### config.mk
export PLATFORM = sky130hd
export DESIGN_NAME = reset_watchdog_interrupt_ctrl
export DESIGN_NICKNAME = d
export VERILOG_FILES = /design/src/verilog/sysctl_pkg.sv /design/src/verilog/reset_watchdog_interrupt_ctrl.sv
export SDC_FILE = /design/constraint.sdc
export NUM_CORES = 1
export LEC_CHECK = 0
export BUFFER_PORTS_ARGS = -buffer_cell sky130_fd_sc_hd__buf_2
export CAP_MARGIN = 30
export CORE_ASPECT_RATIO = 1.1
export CORE_UTILIZATION = 35
export CTS_BUF_LIST = sky130_fd_sc_hd__clkbuf_4
export DETAILED_ROUTE_END_ITERATION = 8
export PLACE_DENSITY = 0.6
export SETUP_SLACK_MARGIN = 0.1
export SLEW_MARGIN = 30
export SYNTH_ARGS = -nofsm -noshare
export SYNTH_HDL_FRONTEND = slang
export SYNTH_SLANG_ARGS = --single-unit
### constraint.sdc
create_clock -name clk -period 5.37 [get_ports clk]
set_input_delay 0.537 -clock clk [delete_from_list [all_inputs] [get_ports clk]]
set_output_delay 0.537 -clock clk [all_outputs]
set_load 0.1 [all_outputs]
### src/verilog/sysctl_pkg.sv
// constants for the reset, watchdog and interrupt sequencing block
`default_nettype none
package sysctl_pkg;
  // register byte offsets
  localparam logic [7:0] OFS_RST_STATUS = 8'h00;
  localparam logic [7:0] OFS_SYS_OPTIONS = 8'h04;
  localparam logic [7:0] OFS_IRQ_FLAGS = 8'h08;
  localparam logic [7:0] OFS_IRQ_ENABLE = 8'h0c;
  localparam logic [7:0] OFS_CPU_CTRL = 8'h10;
  localparam logic [7:0] OFS_STACK_PTR = 8'h14;
  // reset status bit positions
  localparam int POS_POR = 7;
  localparam int POS_PIN = 6;
  localparam int POS_WDOG = 5;
  localparam int POS_ILOP = 4;
  localparam int POS_LOC = 2;
  localparam int POS_LVD = 1;
  localparam logic [7:0] RST_STATUS_RESET = 8'h80;
  // system options fields
  localparam int POS_WD_EN = 0;
  localparam int POS_WD_TSEL = 1;
  localparam int POS_LOCKED = 2;
  localparam logic WD_EN_RESET = 1'h1;
  localparam logic WD_TSEL_RESET = 1'h1;
  // cpu state
  localparam int POS_CCR_I = 3;
  localparam logic [7:0] CCR_RESET = 8'h08;
  localparam logic [15:0] RESET_VECTOR = 16'hfffe;
  localparam logic [15:0] SP_RESET = 16'h00ff;
  localparam logic [15:0] VEC_BASE = 16'hffc0;
  localparam logic [2:0] STACK_LAST = 3'h4;
  localparam logic [2:0] FILL_LAST = 3'h2;
  // reset pin timing in bus cycles
  localparam logic [6:0] DRIVE_BUS_CYCLES = 7'h22;
  localparam logic [6:0] SAMPLE_BUS_CYCLES = 7'h26;
  typedef enum logic [1:0] {RST_DRIVE, RST_WAIT, RST_RUN} rst_state_t;
  typedef enum logic [2:0] {SQ_IDLE, SQ_PUSH, SQ_VEC, SQ_FILL, SQ_POP} seq_state_t;
endpackage
`default_nettype wire

### src/verilog/reset_watchdog_interrupt_ctrl.sv
// reset sequencing, watchdog and interrupt entry/return sequencer
// How it works
// RL1 - during reset registers take initial values; pc loads from vector at top
// RL2 - reset disables peripherals and parks every pin as plain input
// RL3 - reset sets the global interrupt mask bit
// RL4 - reset loads the stack pointer with its fixed start value
// RL5 - seven reset sources; all but debug-forced leave a status flag
// RL6 - in reset the clock generator self-clocks; bus runs at half rate
// RL7 - reset pin is driven low for 34 bus cycles, then released
// RL8 - 38 bus cycles after release the pin is sampled for pin cause
// RL9 - an enabled watchdog reaching timeout resets the system
// RL10 - any write to the status address clears the watchdog, data unchanged
// RL11 - watchdog enabled after reset; options register is write-once
// RL12 - timeout select picks 2^18 or 2^13 bus cycles
// RL13 - watchdog halts while background debug is active
// RL14 - events set flags; cpu asked only if enabled and mask clear
// RL15 - current instruction completes before interrupt entry starts
// RL16 - entry stacks, masks, fetches vector, fills three queue bytes
// RL17 - pcl pushed first, ccr last; sp ends one below ccr
// RL18 - stacked pc is the next instruction's address
// RL19 - return pops ccr, a, x, pc then refills three bytes
// RL20 - the upper index register is never saved or restored
// RL21 - highest-priority pending source is serviced first
// RL22 - in stop mode an asynchronous path lets the interrupt pin wake
// RL23 - watchdog counter cleared by reset, counts each bus cycle
// RL24 - software locks options once and services from main loop
//
// Chosen here: the APB register port and the address map.
`timescale 1ns/10ps
`default_nettype none
module reset_watchdog_interrupt_ctrl #(
  parameter int unsigned WD_LONG_CYCLES = 262144,
  parameter int unsigned WD_SHORT_CYCLES = 8192
) (
  input wire logic clk,
  input wire logic arst_n,
  input wire logic [7:0] paddr,
  input wire logic psel,
  input wire logic penable,
  input wire logic pwrite,
  input wire logic [31:0] pwdata,
  output logic [31:0] prdata,
  output logic pready,
  output logic pslverr,
  input wire logic resetPinIn,
  output logic resetPinOut,
  output logic resetPinOen,
  input wire logic lvdDetect,
  input wire logic clockLossReset,
  input wire logic illegalOpcode,
  input wire logic debugForceReset,
  input wire logic bdmActive,
  output logic sysReset,
  output logic icgSelfClock,
  output logic pinsDefault,
  input wire logic [7:0] srcEvent,
  input wire logic instrDone,
  input wire logic rtiStart,
  input wire logic [15:0] pcNext,
  input wire logic [7:0] accIn,
  input wire logic [7:0] idxIn,
  input wire logic [7:0] ccrIn,
  output logic memReq,
  output logic memWr,
  output logic [15:0] memAddr,
  output logic [7:0] memWdata,
  input wire logic [7:0] memRdata,
  input wire logic memAck,
  output logic [7:0] queueByte,
  output logic queueValid,
  output logic [15:0] pcOut,
  output logic [15:0] spOut,
  output logic [7:0] accOut,
  output logic [7:0] idxOut,
  output logic [7:0] ccrOut,
  output logic cpuHold,
  input wire logic stopMode,
  input wire logic irqPinEnable,
  input wire logic irqPinRaw,
  output logic stopWake
);
  localparam int I = sysctl_pkg::POS_CCR_I;

  function automatic logic [2:0] topSource(input logic [7:0] req);
    topSource = 3'h0;
    for (int k = 0; k < 8; k++)
    begin
      if (req[k]) topSource = 3'(k); // higher index wins, see RL21
    end
  endfunction

  function automatic logic [15:0] offsetAddr(input logic [15:0] base, input logic [2:0] n);
    offsetAddr = base + {13'h0, n};
  endfunction

  // --------------------------------------------------------------
  // pin synchronisers and bus-rate divider
  // --------------------------------------------------------------
  logic [2:0] syncA_q, syncB_q;
  logic busEn_q;
  always_ff @(posedge clk or negedge arst_n)
  begin
    if (!arst_n)
    begin
      syncA_q <= 3'h7;
      syncB_q <= 3'h7;
      busEn_q <= 1'b0;
    end
    else
    begin
      syncA_q <= {resetPinIn, ~lvdDetect, ~clockLossReset};
      syncB_q <= syncA_q;
      busEn_q <= ~busEn_q; // bus clock is half the generator rate, see RL6
    end
  end
  wire logic pinLow = ~syncB_q[2];
  wire logic lvdSync = ~syncB_q[1];
  wire logic locSync = ~syncB_q[0];

  // --------------------------------------------------------------
  // apb decode
  // --------------------------------------------------------------
  wire logic apbDone = psel & penable & pready;
  wire logic apbWr = apbDone & pwrite;
  wire logic wrSrs = apbWr & (paddr == sysctl_pkg::OFS_RST_STATUS);
  wire logic wrSopt = apbWr & (paddr == sysctl_pkg::OFS_SYS_OPTIONS);
  wire logic wrFlags = apbWr & (paddr == sysctl_pkg::OFS_IRQ_FLAGS);
  wire logic wrEn = apbWr & (paddr == sysctl_pkg::OFS_IRQ_ENABLE);
  wire logic wrCcr = apbWr & (paddr == sysctl_pkg::OFS_CPU_CTRL);

  // --------------------------------------------------------------
  // reset sequencer
  // --------------------------------------------------------------
  sysctl_pkg::rst_state_t rst_q, rst_d;
  logic [6:0] rstCnt_q, rstCnt_d;
  logic [7:0] cause_q, cause_d, srs_q, srs_d;
  logic oen_q, oen_d, inReset_q, inReset_d;
  logic wdHit;
  logic [7:0] trig;
  always_comb
  begin
    trig = 8'h0;
    trig[sysctl_pkg::POS_LVD] = lvdSync;
    trig[sysctl_pkg::POS_LOC] = locSync;
    trig[sysctl_pkg::POS_ILOP] = illegalOpcode;
    trig[sysctl_pkg::POS_WDOG] = wdHit; // see RL9
    rst_d = rst_q;
    rstCnt_d = rstCnt_q;
    cause_d = cause_q;
    srs_d = srs_q;
    oen_d = oen_q;
    case (rst_q)
      sysctl_pkg::RST_DRIVE:
      begin
        oen_d = 1'b0;
        if (busEn_q)
        begin
          if (rstCnt_q == sysctl_pkg::DRIVE_BUS_CYCLES - 7'h1)
          begin
            rst_d = sysctl_pkg::RST_WAIT; // see RL7
            rstCnt_d = 7'h0;
            oen_d = 1'b1;
          end
          else
            rstCnt_d = rstCnt_q + 7'h1;
        end
      end
      sysctl_pkg::RST_WAIT:
      begin
        if (busEn_q)
        begin
          if (rstCnt_q == sysctl_pkg::SAMPLE_BUS_CYCLES - 7'h1)
          begin
            rst_d = sysctl_pkg::RST_RUN;
            srs_d = cause_q; // see RL5
            srs_d[sysctl_pkg::POS_PIN] = cause_q[sysctl_pkg::POS_PIN] | pinLow; // see RL8
            cause_d = 8'h0;
          end
          else
            rstCnt_d = rstCnt_q + 7'h1;
        end
      end
      sysctl_pkg::RST_RUN:
      begin
        // debug-forced reset enters reset but leaves no flag, see RL5
        if ((trig != 8'h0) || debugForceReset || pinLow)
        begin
          rst_d = sysctl_pkg::RST_DRIVE;
          rstCnt_d = 7'h0;
          cause_d = trig;
          // a short outside pulse is gone before the late sample, so keep it here, see RL5
          cause_d[sysctl_pkg::POS_PIN] = pinLow;
          oen_d = 1'b0;
        end
      end
      default: rst_d = sysctl_pkg::RST_DRIVE;
    endcase
    inReset_d = (rst_d != sysctl_pkg::RST_RUN);
  end
  always_ff @(posedge clk or negedge arst_n)
  begin
    if (!arst_n)
    begin
      rst_q <= sysctl_pkg::RST_DRIVE;
      rstCnt_q <= 7'h0;
      cause_q <= sysctl_pkg::RST_STATUS_RESET;
      srs_q <= sysctl_pkg::RST_STATUS_RESET;
      oen_q <= 1'b0;
      inReset_q <= 1'b1;
    end
    else
    begin
      rst_q <= rst_d;
      rstCnt_q <= rstCnt_d;
      cause_q <= cause_d;
      srs_q <= srs_d;
      oen_q <= oen_d;
      inReset_q <= inReset_d;
    end
  end
  assign resetPinOen = oen_q;
  assign resetPinOut = 1'b0;
  // one flop drives all three: peripherals off, pins parked, self-clocked, see RL2 RL6
  assign sysReset = inReset_q;
  assign pinsDefault = inReset_q;
  assign icgSelfClock = inReset_q;

  // --------------------------------------------------------------
  // watchdog
  // --------------------------------------------------------------
  logic [17:0] wdCnt_q, wdCnt_d;
  logic wdEn_q, wdEn_d, wdTsel_q, wdTsel_d, locked_q, locked_d;
  logic [17:0] wdLimit;
  always_comb
  begin
    wdLimit = wdTsel_q ? 18'(WD_LONG_CYCLES - 1) : 18'(WD_SHORT_CYCLES - 1); // see RL12
    wdHit = wdEn_q & busEn_q & ~bdmActive & (wdCnt_q == wdLimit);
    wdCnt_d = wdCnt_q;
    wdEn_d = wdEn_q;
    wdTsel_d = wdTsel_q;
    locked_d = locked_q;
    if (wdEn_q && busEn_q && !bdmActive) wdCnt_d = wdCnt_q + 18'h1; // see RL13 RL23
    if (wrSrs || wdHit) wdCnt_d = 18'h0; // see RL10
    if (wrSopt && !locked_q)
    begin
      wdEn_d = pwdata[sysctl_pkg::POS_WD_EN]; // see RL11
      wdTsel_d = pwdata[sysctl_pkg::POS_WD_TSEL];
      locked_d = 1'b1;
    end
    if (inReset_q)
    begin
      wdCnt_d = 18'h0;
      wdEn_d = sysctl_pkg::WD_EN_RESET;
      wdTsel_d = sysctl_pkg::WD_TSEL_RESET;
      locked_d = 1'b0;
    end
  end
  always_ff @(posedge clk or negedge arst_n)
  begin
    if (!arst_n)
    begin
      wdCnt_q <= 18'h0;
      wdEn_q <= sysctl_pkg::WD_EN_RESET;
      wdTsel_q <= sysctl_pkg::WD_TSEL_RESET;
      locked_q <= 1'b0;
    end
    else
    begin
      wdCnt_q <= wdCnt_d;
      wdEn_q <= wdEn_d;
      wdTsel_q <= wdTsel_d;
      locked_q <= locked_d;
    end
  end

  // --------------------------------------------------------------
  // apb slave: one wait state, reads captured before pready
  // --------------------------------------------------------------
  logic [7:0] flags_q, flags_d, irqEn_q, irqEn_d;
  logic [31:0] rdata_d;
  logic pready_d, pslverr_d;
  logic [15:0] sp_q;
  logic [7:0] ccr_q;
  always_comb
  begin
    pready_d = psel & penable & ~pready;
    pslverr_d = 1'b0;
    rdata_d = 32'h0;
    case (paddr)
      sysctl_pkg::OFS_RST_STATUS: rdata_d[7:0] = srs_q;
      sysctl_pkg::OFS_SYS_OPTIONS: rdata_d[2:0] = {locked_q, wdTsel_q, wdEn_q};
      sysctl_pkg::OFS_IRQ_FLAGS: rdata_d[7:0] = flags_q;
      sysctl_pkg::OFS_IRQ_ENABLE: rdata_d[7:0] = irqEn_q;
      sysctl_pkg::OFS_CPU_CTRL: rdata_d[0] = ccr_q[I];
      sysctl_pkg::OFS_STACK_PTR: rdata_d[15:0] = sp_q;
      default: pslverr_d = pready_d;
    endcase
    irqEn_d = wrEn ? pwdata[7:0] : irqEn_q;
    // a new event beats a clear in the same cycle, see RL14
    flags_d = (flags_q & ~(wrFlags ? pwdata[7:0] : 8'h0)) | srcEvent;
    if (inReset_q)
    begin
      irqEn_d = 8'h0;
      flags_d = 8'h0;
    end
  end
  always_ff @(posedge clk or negedge arst_n)
  begin
    if (!arst_n)
    begin
      pready <= 1'b0;
      pslverr <= 1'b0;
      prdata <= 32'h0;
      flags_q <= 8'h0;
      irqEn_q <= 8'h0;
    end
    else
    begin
      pready <= pready_d;
      pslverr <= pslverr_d;
      prdata <= pready_d ? rdata_d : 32'h0;
      flags_q <= flags_d;
      irqEn_q <= irqEn_d;
    end
  end

  // --------------------------------------------------------------
  // interrupt entry / return sequencer
  // --------------------------------------------------------------
  sysctl_pkg::seq_state_t seq_q, seq_d;
  logic [2:0] cnt_q, cnt_d;
  logic [15:0] pc_q, pc_d, sp_d, vec_q, vec_d, addr_q, addr_d;
  logic [7:0] acc_q, acc_d, idx_q, idx_d, ccr_d, wdata_q, wdata_d, qByte_q, qByte_d;
  logic req_q, req_d, wr_q, wr_d, qValid_q, qValid_d, hold_q, hold_d;
  wire logic [7:0] pending = flags_q & irqEn_q;
  wire logic intReq = (pending != 8'h0) & ~ccr_q[I]; // see RL14
  always_comb
  begin
    seq_d = seq_q;
    cnt_d = cnt_q;
    pc_d = pc_q;
    sp_d = sp_q;
    acc_d = acc_q;
    idx_d = idx_q;
    ccr_d = ccr_q;
    vec_d = vec_q;
    req_d = req_q;
    wr_d = wr_q;
    addr_d = addr_q;
    wdata_d = wdata_q;
    qByte_d = qByte_q;
    qValid_d = 1'b0;
    if (wrCcr) ccr_d[I] = pwdata[0];
    case (seq_q)
      sysctl_pkg::SQ_IDLE:
      begin
        if (rtiStart)
        begin
          seq_d = sysctl_pkg::SQ_POP;
          cnt_d = 3'h0;
        end
        else if (instrDone && intReq) // see RL15
        begin
          seq_d = sysctl_pkg::SQ_PUSH;
          cnt_d = 3'h0;
          pc_d = pcNext; // see RL18
          acc_d = accIn;
          idx_d = idxIn; // only the low index byte, see RL20
          ccr_d = ccrIn;
          ccr_d[I] = ccr_q[I];
          vec_d = VEC_BASE_OF(topSource(pending)); // see RL21
        end
      end
      sysctl_pkg::SQ_PUSH:
      begin
        if (!req_q)
        begin
          req_d = 1'b1;
          wr_d = 1'b1;
          addr_d = sp_q;
          case (cnt_q) // see RL17
            3'h0: wdata_d = pc_q[7:0];
            3'h1: wdata_d = pc_q[15:8];
            3'h2: wdata_d = idx_q;
            3'h3: wdata_d = acc_q;
            default: wdata_d = ccr_q;
          endcase
        end
        else if (memAck)
        begin
          req_d = 1'b0;
          sp_d = sp_q - 16'h1;
          cnt_d = cnt_q + 3'h1;
          if (cnt_q == sysctl_pkg::STACK_LAST)
          begin
            seq_d = sysctl_pkg::SQ_VEC; // see RL16
            cnt_d = 3'h0;
            ccr_d[I] = 1'b1;
          end
        end
      end
      sysctl_pkg::SQ_VEC:
      begin
        if (!req_q)
        begin
          req_d = 1'b1;
          wr_d = 1'b0;
          addr_d = offsetAddr(vec_q, cnt_q);
        end
        else if (memAck)
        begin
          req_d = 1'b0;
          cnt_d = 3'h1;
          if (cnt_q == 3'h0)
            pc_d[15:8] = memRdata;
          else
          begin
            pc_d[7:0] = memRdata;
            seq_d = sysctl_pkg::SQ_FILL;
            cnt_d = 3'h0;
          end
        end
      end
      sysctl_pkg::SQ_FILL:
      begin
        if (!req_q)
        begin
          req_d = 1'b1;
          wr_d = 1'b0;
          addr_d = offsetAddr(pc_q, cnt_q);
        end
        else if (memAck)
        begin
          req_d = 1'b0;
          qByte_d = memRdata;
          qValid_d = 1'b1;
          cnt_d = cnt_q + 3'h1;
          if (cnt_q == sysctl_pkg::FILL_LAST) seq_d = sysctl_pkg::SQ_IDLE; // see RL16 RL19
        end
      end
      sysctl_pkg::SQ_POP:
      begin
        if (!req_q)
        begin
          req_d = 1'b1;
          wr_d = 1'b0;
          addr_d = sp_q + 16'h1;
        end
        else if (memAck)
        begin
          req_d = 1'b0;
          sp_d = sp_q + 16'h1;
          cnt_d = cnt_q + 3'h1;
          case (cnt_q) // reverse of the push order, see RL19
            3'h0: ccr_d = memRdata;
            3'h1: acc_d = memRdata;
            3'h2: idx_d = memRdata;
            3'h3: pc_d[15:8] = memRdata;
            default:
            begin
              pc_d[7:0] = memRdata;
              seq_d = sysctl_pkg::SQ_FILL;
              cnt_d = 3'h0;
            end
          endcase
        end
      end
      default: seq_d = sysctl_pkg::SQ_IDLE;
    endcase
    if (inReset_q)
    begin
      // abandon any access; boot fetches the reset vector on release, see RL1
      seq_d = sysctl_pkg::SQ_VEC;
      vec_d = sysctl_pkg::RESET_VECTOR;
      cnt_d = 3'h0;
      req_d = 1'b0;
      sp_d = sysctl_pkg::SP_RESET; // see RL4
      ccr_d[I] = 1'b1; // see RL3
    end
    hold_d = inReset_d | (seq_d != sysctl_pkg::SQ_IDLE);
  end
  function automatic logic [15:0] VEC_BASE_OF(input logic [2:0] src);
    VEC_BASE_OF = sysctl_pkg::VEC_BASE + {12'h0, src, 1'b0};
  endfunction
  always_ff @(posedge clk or negedge arst_n)
  begin
    if (!arst_n)
    begin
      seq_q <= sysctl_pkg::SQ_VEC;
      cnt_q <= 3'h0;
      pc_q <= 16'h0;
      sp_q <= sysctl_pkg::SP_RESET;
      acc_q <= 8'h0;
      idx_q <= 8'h0;
      ccr_q <= sysctl_pkg::CCR_RESET;
      vec_q <= sysctl_pkg::RESET_VECTOR;
      req_q <= 1'b0;
      wr_q <= 1'b0;
      addr_q <= 16'h0;
      wdata_q <= 8'h0;
      qByte_q <= 8'h0;
      qValid_q <= 1'b0;
      hold_q <= 1'b1;
    end
    else
    begin
      seq_q <= seq_d;
      cnt_q <= cnt_d;
      pc_q <= pc_d;
      sp_q <= sp_d;
      acc_q <= acc_d;
      idx_q <= idx_d;
      ccr_q <= ccr_d;
      vec_q <= vec_d;
      req_q <= req_d;
      wr_q <= wr_d;
      addr_q <= addr_d;
      wdata_q <= wdata_d;
      qByte_q <= qByte_d;
      qValid_q <= qValid_d;
      hold_q <= hold_d;
    end
  end
  assign memReq = req_q;
  assign memWr = wr_q;
  assign memAddr = addr_q;
  assign memWdata = wdata_q;
  assign queueByte = qByte_q;
  assign queueValid = qValid_q;
  assign pcOut = pc_q;
  assign spOut = sp_q;
  assign accOut = acc_q;
  assign idxOut = idx_q;
  assign ccrOut = ccr_q;
  assign cpuHold = hold_q;
  // no clock runs in stop mode, so this wake path is gates only
  assign stopWake = stopMode & irqPinEnable & ~irqPinRaw; // see RL22

  // --------------------------------------------------------------
  // checks
  // --------------------------------------------------------------
  logic [6:0] drvCnt_q, waitCnt_q;
  always_ff @(posedge clk or negedge arst_n)
  begin
    if (!arst_n)
    begin
      drvCnt_q <= 7'h0;
      waitCnt_q <= 7'h0;
    end
    else
    begin
      drvCnt_q <= oen_q ? 7'h0 : drvCnt_q + 7'(busEn_q);
      waitCnt_q <= (rst_q == sysctl_pkg::RST_WAIT) ? waitCnt_q + 7'(busEn_q) : 7'h0;
    end
  end
  a_drive_length: assert property (@(posedge clk) disable iff (!arst_n) // see RL7
    $rose(oen_q) |-> drvCnt_q == sysctl_pkg::DRIVE_BUS_CYCLES) else $error("reset pin drive length wrong");
  a_sample_delay: assert property (@(posedge clk) disable iff (!arst_n) // see RL8
    $fell(inReset_q) |-> waitCnt_q == sysctl_pkg::SAMPLE_BUS_CYCLES) else $error("pin sampled at wrong time");
  a_boot_state: assert property (@(posedge clk) disable iff (!arst_n) // see RL3
    $fell(inReset_q) |-> ccr_q[I] && sp_q == 16'h00ff && !pslverr) else $error("bad state after reset");
  a_boot_vector: assert property (@(posedge clk) disable iff (!arst_n) // see RL1
    $fell(inReset_q) |-> ##1 memReq && !memWr && memAddr == 16'hfffe) else $error("reset vector not fetched");
  a_reset_outputs: assert property (@(posedge clk) disable iff (!arst_n) // see RL2
    !oen_q |-> sysReset && pinsDefault && icgSelfClock && cpuHold) else $error("reset outputs inconsistent");
  a_wd_timeout: assert property (@(posedge clk) disable iff (!arst_n) // see RL9
    wdHit |=> !oen_q && cause_q[sysctl_pkg::POS_WDOG]) else $error("watchdog timeout missed");
  a_wd_service: assert property (@(posedge clk) disable iff (!arst_n) // see RL10
    wrSrs && !inReset_q |=> wdCnt_q == 18'h0 && $stable(srs_q)) else $error("watchdog service wrong");
  a_wd_bdm_hold: assert property (@(posedge clk) disable iff (!arst_n) // see RL13
    bdmActive && !wrSrs && !inReset_q |=> $stable(wdCnt_q)) else $error("watchdog ran in debug");
  a_system_options_reg_lock: assert property (@(posedge clk) disable iff (!arst_n) // see RL11
    locked_q && !inReset_q |=> $stable({wdEn_q, wdTsel_q})) else $error("options changed after lock");
  a_entry_qual: assert property (@(posedge clk) disable iff (!arst_n) // see RL14
    seq_q == sysctl_pkg::SQ_IDLE && seq_d == sysctl_pkg::SQ_PUSH |-> !ccr_q[I] && pending != 8'h0 && instrDone)
    else $error("unqualified interrupt entry");
  a_stack_first: assert property (@(posedge clk) disable iff (!arst_n) // see RL17
    $rose(seq_q == sysctl_pkg::SQ_PUSH) |=> memWr && memAddr == $past(sp_q) && memWdata == pc_q[7:0])
    else $error("first stacked byte wrong");
  a_vector_masked: assert property (@(posedge clk) disable iff (!arst_n) // see RL16
    seq_q == sysctl_pkg::SQ_VEC |-> ccr_q[I]) else $error("vector fetch with mask clear");
endmodule
`default_nettype wire

# Word level (Yosys, flattened, before mapping)
# Index checks and enable logic that the tools add are counted.
classes:
  addsub: 8
  bitwise: 32
  n_reduce_logical: 51
  n_mux: 143
  eq_ne: 53
ops:
  columns: ["operator", "n"]
  rows:
  - ["2-to-1 mux 16 bit", 20]
  - ["2-to-1 mux 8 bit", 27]
  - ["2-to-1 mux 3 bit", 37]
  - ["2-to-1 mux 18 bit", 4]
  - ["case mux 16 bit (4 select lines)", 1]
  - ["case mux 16 bit (3 select lines)", 1]
  - ["case mux 8 bit (2 select lines)", 3]
  - ["inequality test 2 bit (second input constant)", 22]
  - ["2-to-1 mux 7 bit", 5]
  - ["adder 16 x 3 -> 16 bit", 2]
  - ["case mux 16 bit (2 select lines)", 1]
  - ["case mux 8 bit (4 select lines)", 1]
  - ["case mux 3 bit (5 select lines)", 2]
  - ["2-to-1 mux 1 bit", 26]
  - ["inequality test 3 bit (second input constant)", 8]
  - ["case mux 7 bit (3 select lines)", 1]
  - ["case mux 5 bit (4 select lines)", 1]
  - ["adder 18 x 1 -> 18 bit (second input constant)", 1]
  - ["== test 18 bit", 1]
  - ["AND reduction 6 bit", 3]
  - ["AND reduction 9 bit", 2]
  - ["nonzero test 2 bit", 9]
  - ["adder 16 x 1 -> 16 bit (second input constant)", 1]
  - ["bitwise AND 8 bit", 2]
  - ["other kinds (46)", 106]
totals:
  out_inout_bits: 132
  in_bits: 113
  word_cells: 322
  register_bits: 203

# Longest topological paths before layout
# Gate-level depths: netlist (run 1).
logic_depth:
  word_depth: 16
  ltp_mapped: 16
  mapped_depth_nobuf: 11

# Least setup slack after synthesis (run 1)
# Ideal clock, no wire load.
synth_path:
  kind: "reg2reg"
  start: "register seq_q[1]"
  end: "register addr_q[12], in the netlist memAddr[12]"
  period_less_slack_ps: 3688
  path_buffers: 5
  setup_ps: 120
  path_slack_ps: 1682
  t_arrival_ps: 3567
  stages_incl_launch_ff: 17
  required_time_ps: 5250
  cell_sequence: "dfstp_2 clkbuf_2 clkbuf_1 nor2b_1 clkbuf_1 and3_1 ha_1 inv_1 fa_1 nor2b_1 or2_2 buf_1 and3_1 clkbuf_1 nand2_1 a221o_1 a31o_2"
synth_between:
  elab_chain_cells: 3
  elab_cells_between_ends: 11
  classes_between: "eq/ne: 8; mux: 1; reduce/logical: 2"
synth_rtl:
  columns: ["element", "line", "rtl"]
  rows:
  - ["start, declared", "reset_watchdog_interrupt_ctrl.sv:330", "sysctl_pkg::seq_state_t seq_q, seq_d;"]
  - ["start signal, assigned", "reset_watchdog_interrupt_ctrl.sv:489", "seq_q <= sysctl_pkg::SQ_VEC;"]
  - ["start signal, assigned", "reset_watchdog_interrupt_ctrl.sv:507", "seq_q <= seq_d;"]
  - ["== test 3 bit, or another cell as far along", "reset_watchdog_interrupt_ctrl.sv:354", "case (seq_q)"]
  - ["nonzero test 4 bit (no source line) or inequality test 2 bit (tied branches)", null, null]
  - ["AND reduction 5 bit (no source line)", null, null]
  - ["end signal, assigned", "reset_watchdog_interrupt_ctrl.sv:517", "addr_q <= addr_d;"]
  - ["end, declared", "reset_watchdog_interrupt_ctrl.sv:332", "logic [15:0] pc_q, pc_d, sp_d, vec_q, vec_d, addr_q, addr_d;"]
# Parallel ways exist; a longest one is shown, timed or not.
# A chain may end at the register's enable or synchronous reset.

# Final worst setup path (run 1)
# Same ends and word-level chain as after synthesis.

==> results_dict.tcl, run 1 <==
set metrics [dict create \
    fp.dieW_um 168.1 \
    cp-start-kind "flip-flop" \
    ctsResizeCount 0 \
    ff2ff_path_depth 11 \
    numCtsBuffers 17 \
    port_buffers 202 \
    antenna_found_initial 2 \
    htreeDepth 4 \
    grt_use_total_pct 20.33 \
    setup_viol 0 \
    max-vdd-ir-drop_uv 155.4 \
    grt_pass1_wl_um 49360 \
    fin_worst_skew_ns 0.03626 \
    maxSlewHeadroom_pct 35.38 \
    drt_pre_antenna_iters 5 \
    ys_ff_latch 187 \
    power_w 0.002375 \
    synth_cell_types 83 \
    clockBufferDepth 2 \
    hold_path_end "flags_q[3]" \
    drt_iter0_drc 807 \
    fin_crit_sh_pct 66.17 \
    dpl_cell_area_um2 11820 \
    clockRootBuffer "clkbuf_4" \
    async_flop_share_pct 100.0 \
    cp_max_fo 17 \
    dieArea_um2 31060 \
    io_pins 245 \
    avgViaCountPerCell 5.491 \
    min_from "srcEvent[3]" \
    core_area_um2 29730 \
    drive_gt1_share_pct 26.53 \
    fp.dieH_um 184.7 \
    leakage_nw 5.493 \
    wl_um 31200 \
    grt_max_degree 94 \
    wl_per_cell_um 18.54 \
    synth_cells 1133 \
    crit_type "reg2reg" \
    clk_latency_ns 0.58 \
    syn_area_um2 10620 \
    yosys_most_used_dff "dfrtp_1" \
    yosysWarnings 0 \
    place_congestion 0.8503 \
    core.rowCount 66 \
    syn_avg_cell_area_um2 9.377 \
    reg2reg_from "seq_q[1]" \
    clkSinkCount 187 \
    grt_overflow_total 0 \
    power_density_nw_per_um2 195.5 \
    met3_usage_pct 4.338 \
    hold_depth 3 \
    cts_post_setup_buffers_inserted 0 \
    vias 9241 \
    whs_ns 0.1709 \
    finalHoldViolations 0 \
    required_ns 5.84 \
    arrival_ns 4.02 \
    grt_busiest_layer "met2" \
    fin_util_pct 40.85 \
    hpwl_um 22950 \
    initial_core_util_pct 35.74 \
    tns_ns 0 \
    ys_seq_area_share_pct 44.35 \
    max_cap_violations 0 \
    rsz0062_at_grt "no" \
    grt_use_met1_pct 27.67 \
    synth_edf_count 0 \
    outcome "complete, no violations" \
    grt_pass1_vias 8928 \
    drtAntennaViolNets 0 \
    hold_path_class "in2reg" \
    end_kind "flip-flop" \
    final_net_count 1427 \
    postLayoutCellArea_um2 12150 \
    met2_usage_pct 32.08 \
    drc_errors 0 \
    final_common_cell "buf_2" \
    slew_viol_final 0 \
    area_growth_pct 14.32 \
    most-common-layout-cells "201 x buf_2, 160 x dfrtp_1, 116 x nand2_1, 101 x a21oi_1, 73 x nor2_1" \
    r2r_end "memAddr[12]" \
    clkTransAtPathRegs_ns 0.19 \
    tightest_slew_ns 0.9693 \
    r2r_setup_slack_ns 1.82 \
    timing.final.crit_period_ns 3.553 \
    cts_tree "built" \
    max_freq_ghz 0.2814 \
]
worst max path at each step:
stage / to / cells after the start / from / slack, ns
6_report: memAddr[12] / 11 / seq_q[1] / 1.82
5_1_grt: memAddr[12] / 11 / seq_q[1] / 1.62
4_1_cts: memAddr[12] / 11 / seq_q[1] / 1.59
3_5_place_dp: memAddr[12] / 11 / seq_q[1] / 1.63
3_3_place_gp: memAddr[12] / 11 / seq_q[1] / 1.66
2_1_floorplan: memAddr[12] / 16 / seq_q[1] / 1.68
synthesized netlist by cell type, drive strengths merged (14+ instances only):
library cell / number / share of area, %
dfrtp: 161 / 38
nand2: 116 / 4.1
a21oi: 101 / 4.8
nor2: 73 / 2.6
o21ai: 66 / 3.2
mux2: 52 / 5.5
buf: 43 / 2.5
clkbuf: 43 / 1.5
nand3: 42 / 2.0
inv: 41 / 1.4
mux2i: 31 / 2.9
nor3: 27 / 1.8
dfstp: 26 / 6.4
a22oi: 21 / 1.5
and3: 21 / 1.2
nand4: 21 / 1.4
xnor2: 21 / 1.7
nand2b: 20 / 1.2
ha: 17 / 2.0
a31oi: 14 / 0.82
nor2b: 14 / 0.82
through the flow:
stage / cells / worst slack [ns]
6_report: 1683 / 1.817
2_1_floorplan: 1149 / 1.682
3_3_place_gp: 1647 / 1.658
5_1_grt: 1682 / 1.625
3_5_place_dp: 1647 / 1.631
4_1_cts: 1681 / 1.593
where the power goes:
part	switching (W)	internal [W]
registers	0.00000199	0.00141
clock network	0.000547	0.000248
logic	0.000124	0.0000388
repair_timing:
| item | in CTS | in global routing |
|---|---|---|
| endpoints found under the setup margin | 0 | 0 |
| hold buffers | 3 | 1 |
| hold endpoints to repair | 8 | 1 |
layer usage:
metal,vias up,share of wire (%)
li1,4376,-
met1,4440,45
met2,370,46
met3,55,6.4
met4,0,2.7
met5,-,0
layout make-up:
cell class	instances	area (um2)
inverters	41	153.9
diodes	1	2.502
clock inverters	14	156.4
repair buffers	214	1120
well taps	374	467.9
fillers	3019	17580
multi-input cells	835	5404
flip-flops and latches	187	4713
clock buffers	17	127.6
state kept, by name (all words and copies together), names as in the netlist, 16 cells and up:
| signal | cells |
|---|---|
| spOut | 16 |
| pcOut | 16 |
| prdata | 16 |
| wdCnt_q | 18 |
| memAddr | 16 |
cells by family after synthesis:
family,Yosys count,share of synthesized area [%]
other,1,0.03530
AO/OA/AOI/OAI,289,17.45
multiplexers,83,8.432
AND/OR/NAND/NOR,397,19.50
XOR/XNOR,30,2.473
adder cells (fa/ha/maj),19,2.285
flip-flops,187,44.35
buffers and inverters,127,5.465
critical path, cell delays in order (launching register included):
cell     delay [ns]
dfstp_2        0.74
nor2b_2        0.56
and3_1         0.24
ha_1           0.16
inv_1          0.05
fa_1           0.39
nor2b_1        0.17
or2_2          0.20
and3_1         0.26
nand2_1        0.07
a221o_1        0.34
a31o_2         0.24
(Power assumes the default switching activity.)
==> inputs of run 2 (changes only) <==
Settings changed: PLACE_DENSITY 0.6 to 0.62.
Clock period 5.37 ns to 3.1 ns, I/O delays scaled along.
==> run 2 against run 1 <==
Effect of this change: power grew 83%; combinational power grew 110%; critical path type unchanged; final area grew 6.7%; largest cell class unchanged; first-iteration DRC count shrank 13%; clock skew shrank 0.0071 ns; core utilization grew 2.8 points.
==> results_dict.tcl, run 2 (synthesized netlist as in run 1, its figures left out) <==
set metrics [dict create \
    outcome "complete, no violations" \
    place_ws_ns 0.1278 \
    drive_gt1_share_pct 27.67 \
    power_w 0.004357 \
    finalHoldViolations 0 \
    cpPeakStageDelay_ns 0.50 \
    end_kind "flip-flop" \
    hold_path_class "in2reg" \
    drt_pre_antenna_iters 5 \
    cts_tree "built" \
    cp_max_fo 9 \
    drtAntennaViolNets 0 \
    rsz0062_at_grt "no" \
    clkSinkCount 187 \
    port_buffers 202 \
    max-vdd-ir-drop_uv 189.6 \
    diodes 0 \
    grt_overflow_total 0 \
    tightest_slew_ns 0.8279 \
    largest-register "wdCnt_q" \
    io_pins 245 \
    wl_um 32430 \
    timing.final.crit_period_ns 2.751 \
    initial_core_util_pct 35.74 \
    crit_slowest_cell "dfrtp_2" \
    fp.dieH_um 184.7 \
    required_ns 3.67 \
    clockRootBuffer "clkbuf_4" \
    r2r_setup_slack_ns 0.35 \
    hpwl_um 23610 \
    avgViaCountPerCell 5.418 \
    antenna_found_initial 0 \
    final_net_count 1506 \
    power_density_nw_per_um2 336.1 \
    clockBufferDepth 2 \
    grt_use_total_pct 20.90 \
    cp-start-kind "flip-flop" \
    vias 9547 \
    clkTransAtPathRegs_ns 0.18 \
    grt_pass1_vias 9086 \
    leakage_nw 5.864 \
    arrival_ns 3.32 \
    maxSlewHeadroom_pct 44.60 \
    path_cells "nand3b_1, mux2_2, ha_1, nand3_1, nand2_2, nand3_1, or4_1, a31oi_1, a211o_1" \
    path_common_cell "nand3_1" \
    htreeDepth 4 \
    drc_errors 0 \
    dieArea_um2 31060 \
    crit_type "reg2reg" \
    worst-path-buf-inv 0 \
    grt_max_degree 79 \
    place_congestion 0.8500 \
    final_common_cell "buf_2" \
    max_cap_violations 0 \
    tns_ns 0 \
    clk_latency_ns 0.63 \
    fp.dieW_um 168.1 \
    setup_viol 0 \
    fin_worst_skew_ns 0.02920 \
    largest_reg_flops 18 \
    path_delay_family "simple AND/OR/NAND/NOR gates" \
    fin_crit_sh_pct 88.76 \
    num-fill-cells 2950 \
    core.rowCount 66 \
    fin_ws_ns 0.3485 \
    numCtsBuffers 17 \
    drt_iter0_drc 701 \
    slew_viol_final 0 \
    most-common-layout-cells "201 x buf_2, 159 x dfrtp_1, 115 x nand2_1, 101 x a21oi_1, 73 x nor2_1" \
    wl_per_cell_um 18.40 \
    core_area_um2 29730 \
    area_growth_pct 22.03 \
    grt_pass1_wl_um 50300 \
    max_freq_ghz 0.3634 \
]
-- run 2: cell types whose count changed in the layout (fill, tap and decap cells not counted), moves of 2 or more --
cell / delta
and3_1: -2
inv_6: -3
dlygate4sd3_1: +51
inv_8: +2
and3_4: +2
bufinv_16: +2
buf_4: +27
clkinvlp_4: +2
-- run 2: worst register-to-register path: cells and delay by family (launching register included) --
kind	cells	cell delay [ns]
and+or+nand+nor	5	1.21
AOI/OAI and AO/OA	2	0.31
muxes	1	0.34
DFF	1	0.50
adders and majority gates	1	0.35
-- run 2: worst paths after layout --
check / startpoint / end / depth (start not counted)
worst max-delay path: seq_q[2] / memAddr[15] / 9
worst min-delay path: pcNext[4] / pcOut[4] / 3
worst max register to register: seq_q[2] / memAddr[15] / 9
worst min register to register: syncA_q[0] / syncB_q[0] / 0
max in group asynchronous: arst_n / pcOut[6] / 3
min in group asynchronous: arst_n / wdCnt_q[14] / 2
-- run 2: final cells by class --
cell class                      count  area, um2  area share (%)
Clock buffer                       17      127.6          0.9844
Clock inverter                     15      206.4           1.592
Inverter                           41      153.9           1.187
Multi-Input combinational cell    835       5441           41.97
Sequential cell                   187       4715           36.36
Tap cell                          374      467.9           3.609
Timing Repair Buffer              293       1853           14.29
-- run 2: per-stage QoR --
step	hold slack, ns	std cells	instance area (um2)	util, %
after floorplan	0.01441	1149	10770	-
after global placement	0.3534	1673	12060	40.56
after detailed placement	0.3512	1673	12060	40.57
after CTS	0.001932	1758	12920	43.46
after global routing	0.002423	1762	12960	43.61
final	0.03156	1762	12960	43.61
-- run 2: report_power, final --
group,leakage (nW),total [W],internal (W),switching (W)
clock network,0.168,0.00156,0.000591,0.000974
logic,3.36,0.000339,0.000113,0.000226
registers,2.34,0.00245,0.00245,0.00000327
total,5.86,0.00436,0.00315,0.00120
-- run 2: metal layers --
layer | track usage, % | share of wire (%)
met1 | 27.72 | 45
met2 | 34.42 | 47
met3 | 4.295 | 6.1
met4 | 6.036 | 1.7
met5 | 0 | 0
-- run 2: timing repair --
action,4_1_cts,5_1_grt
setup endpoints to repair,1,2
setup buffers,2,0
pin swaps,0,0
hold buffers,51,4
endpoints found under the hold margin,122,4
resized for setup,0,2
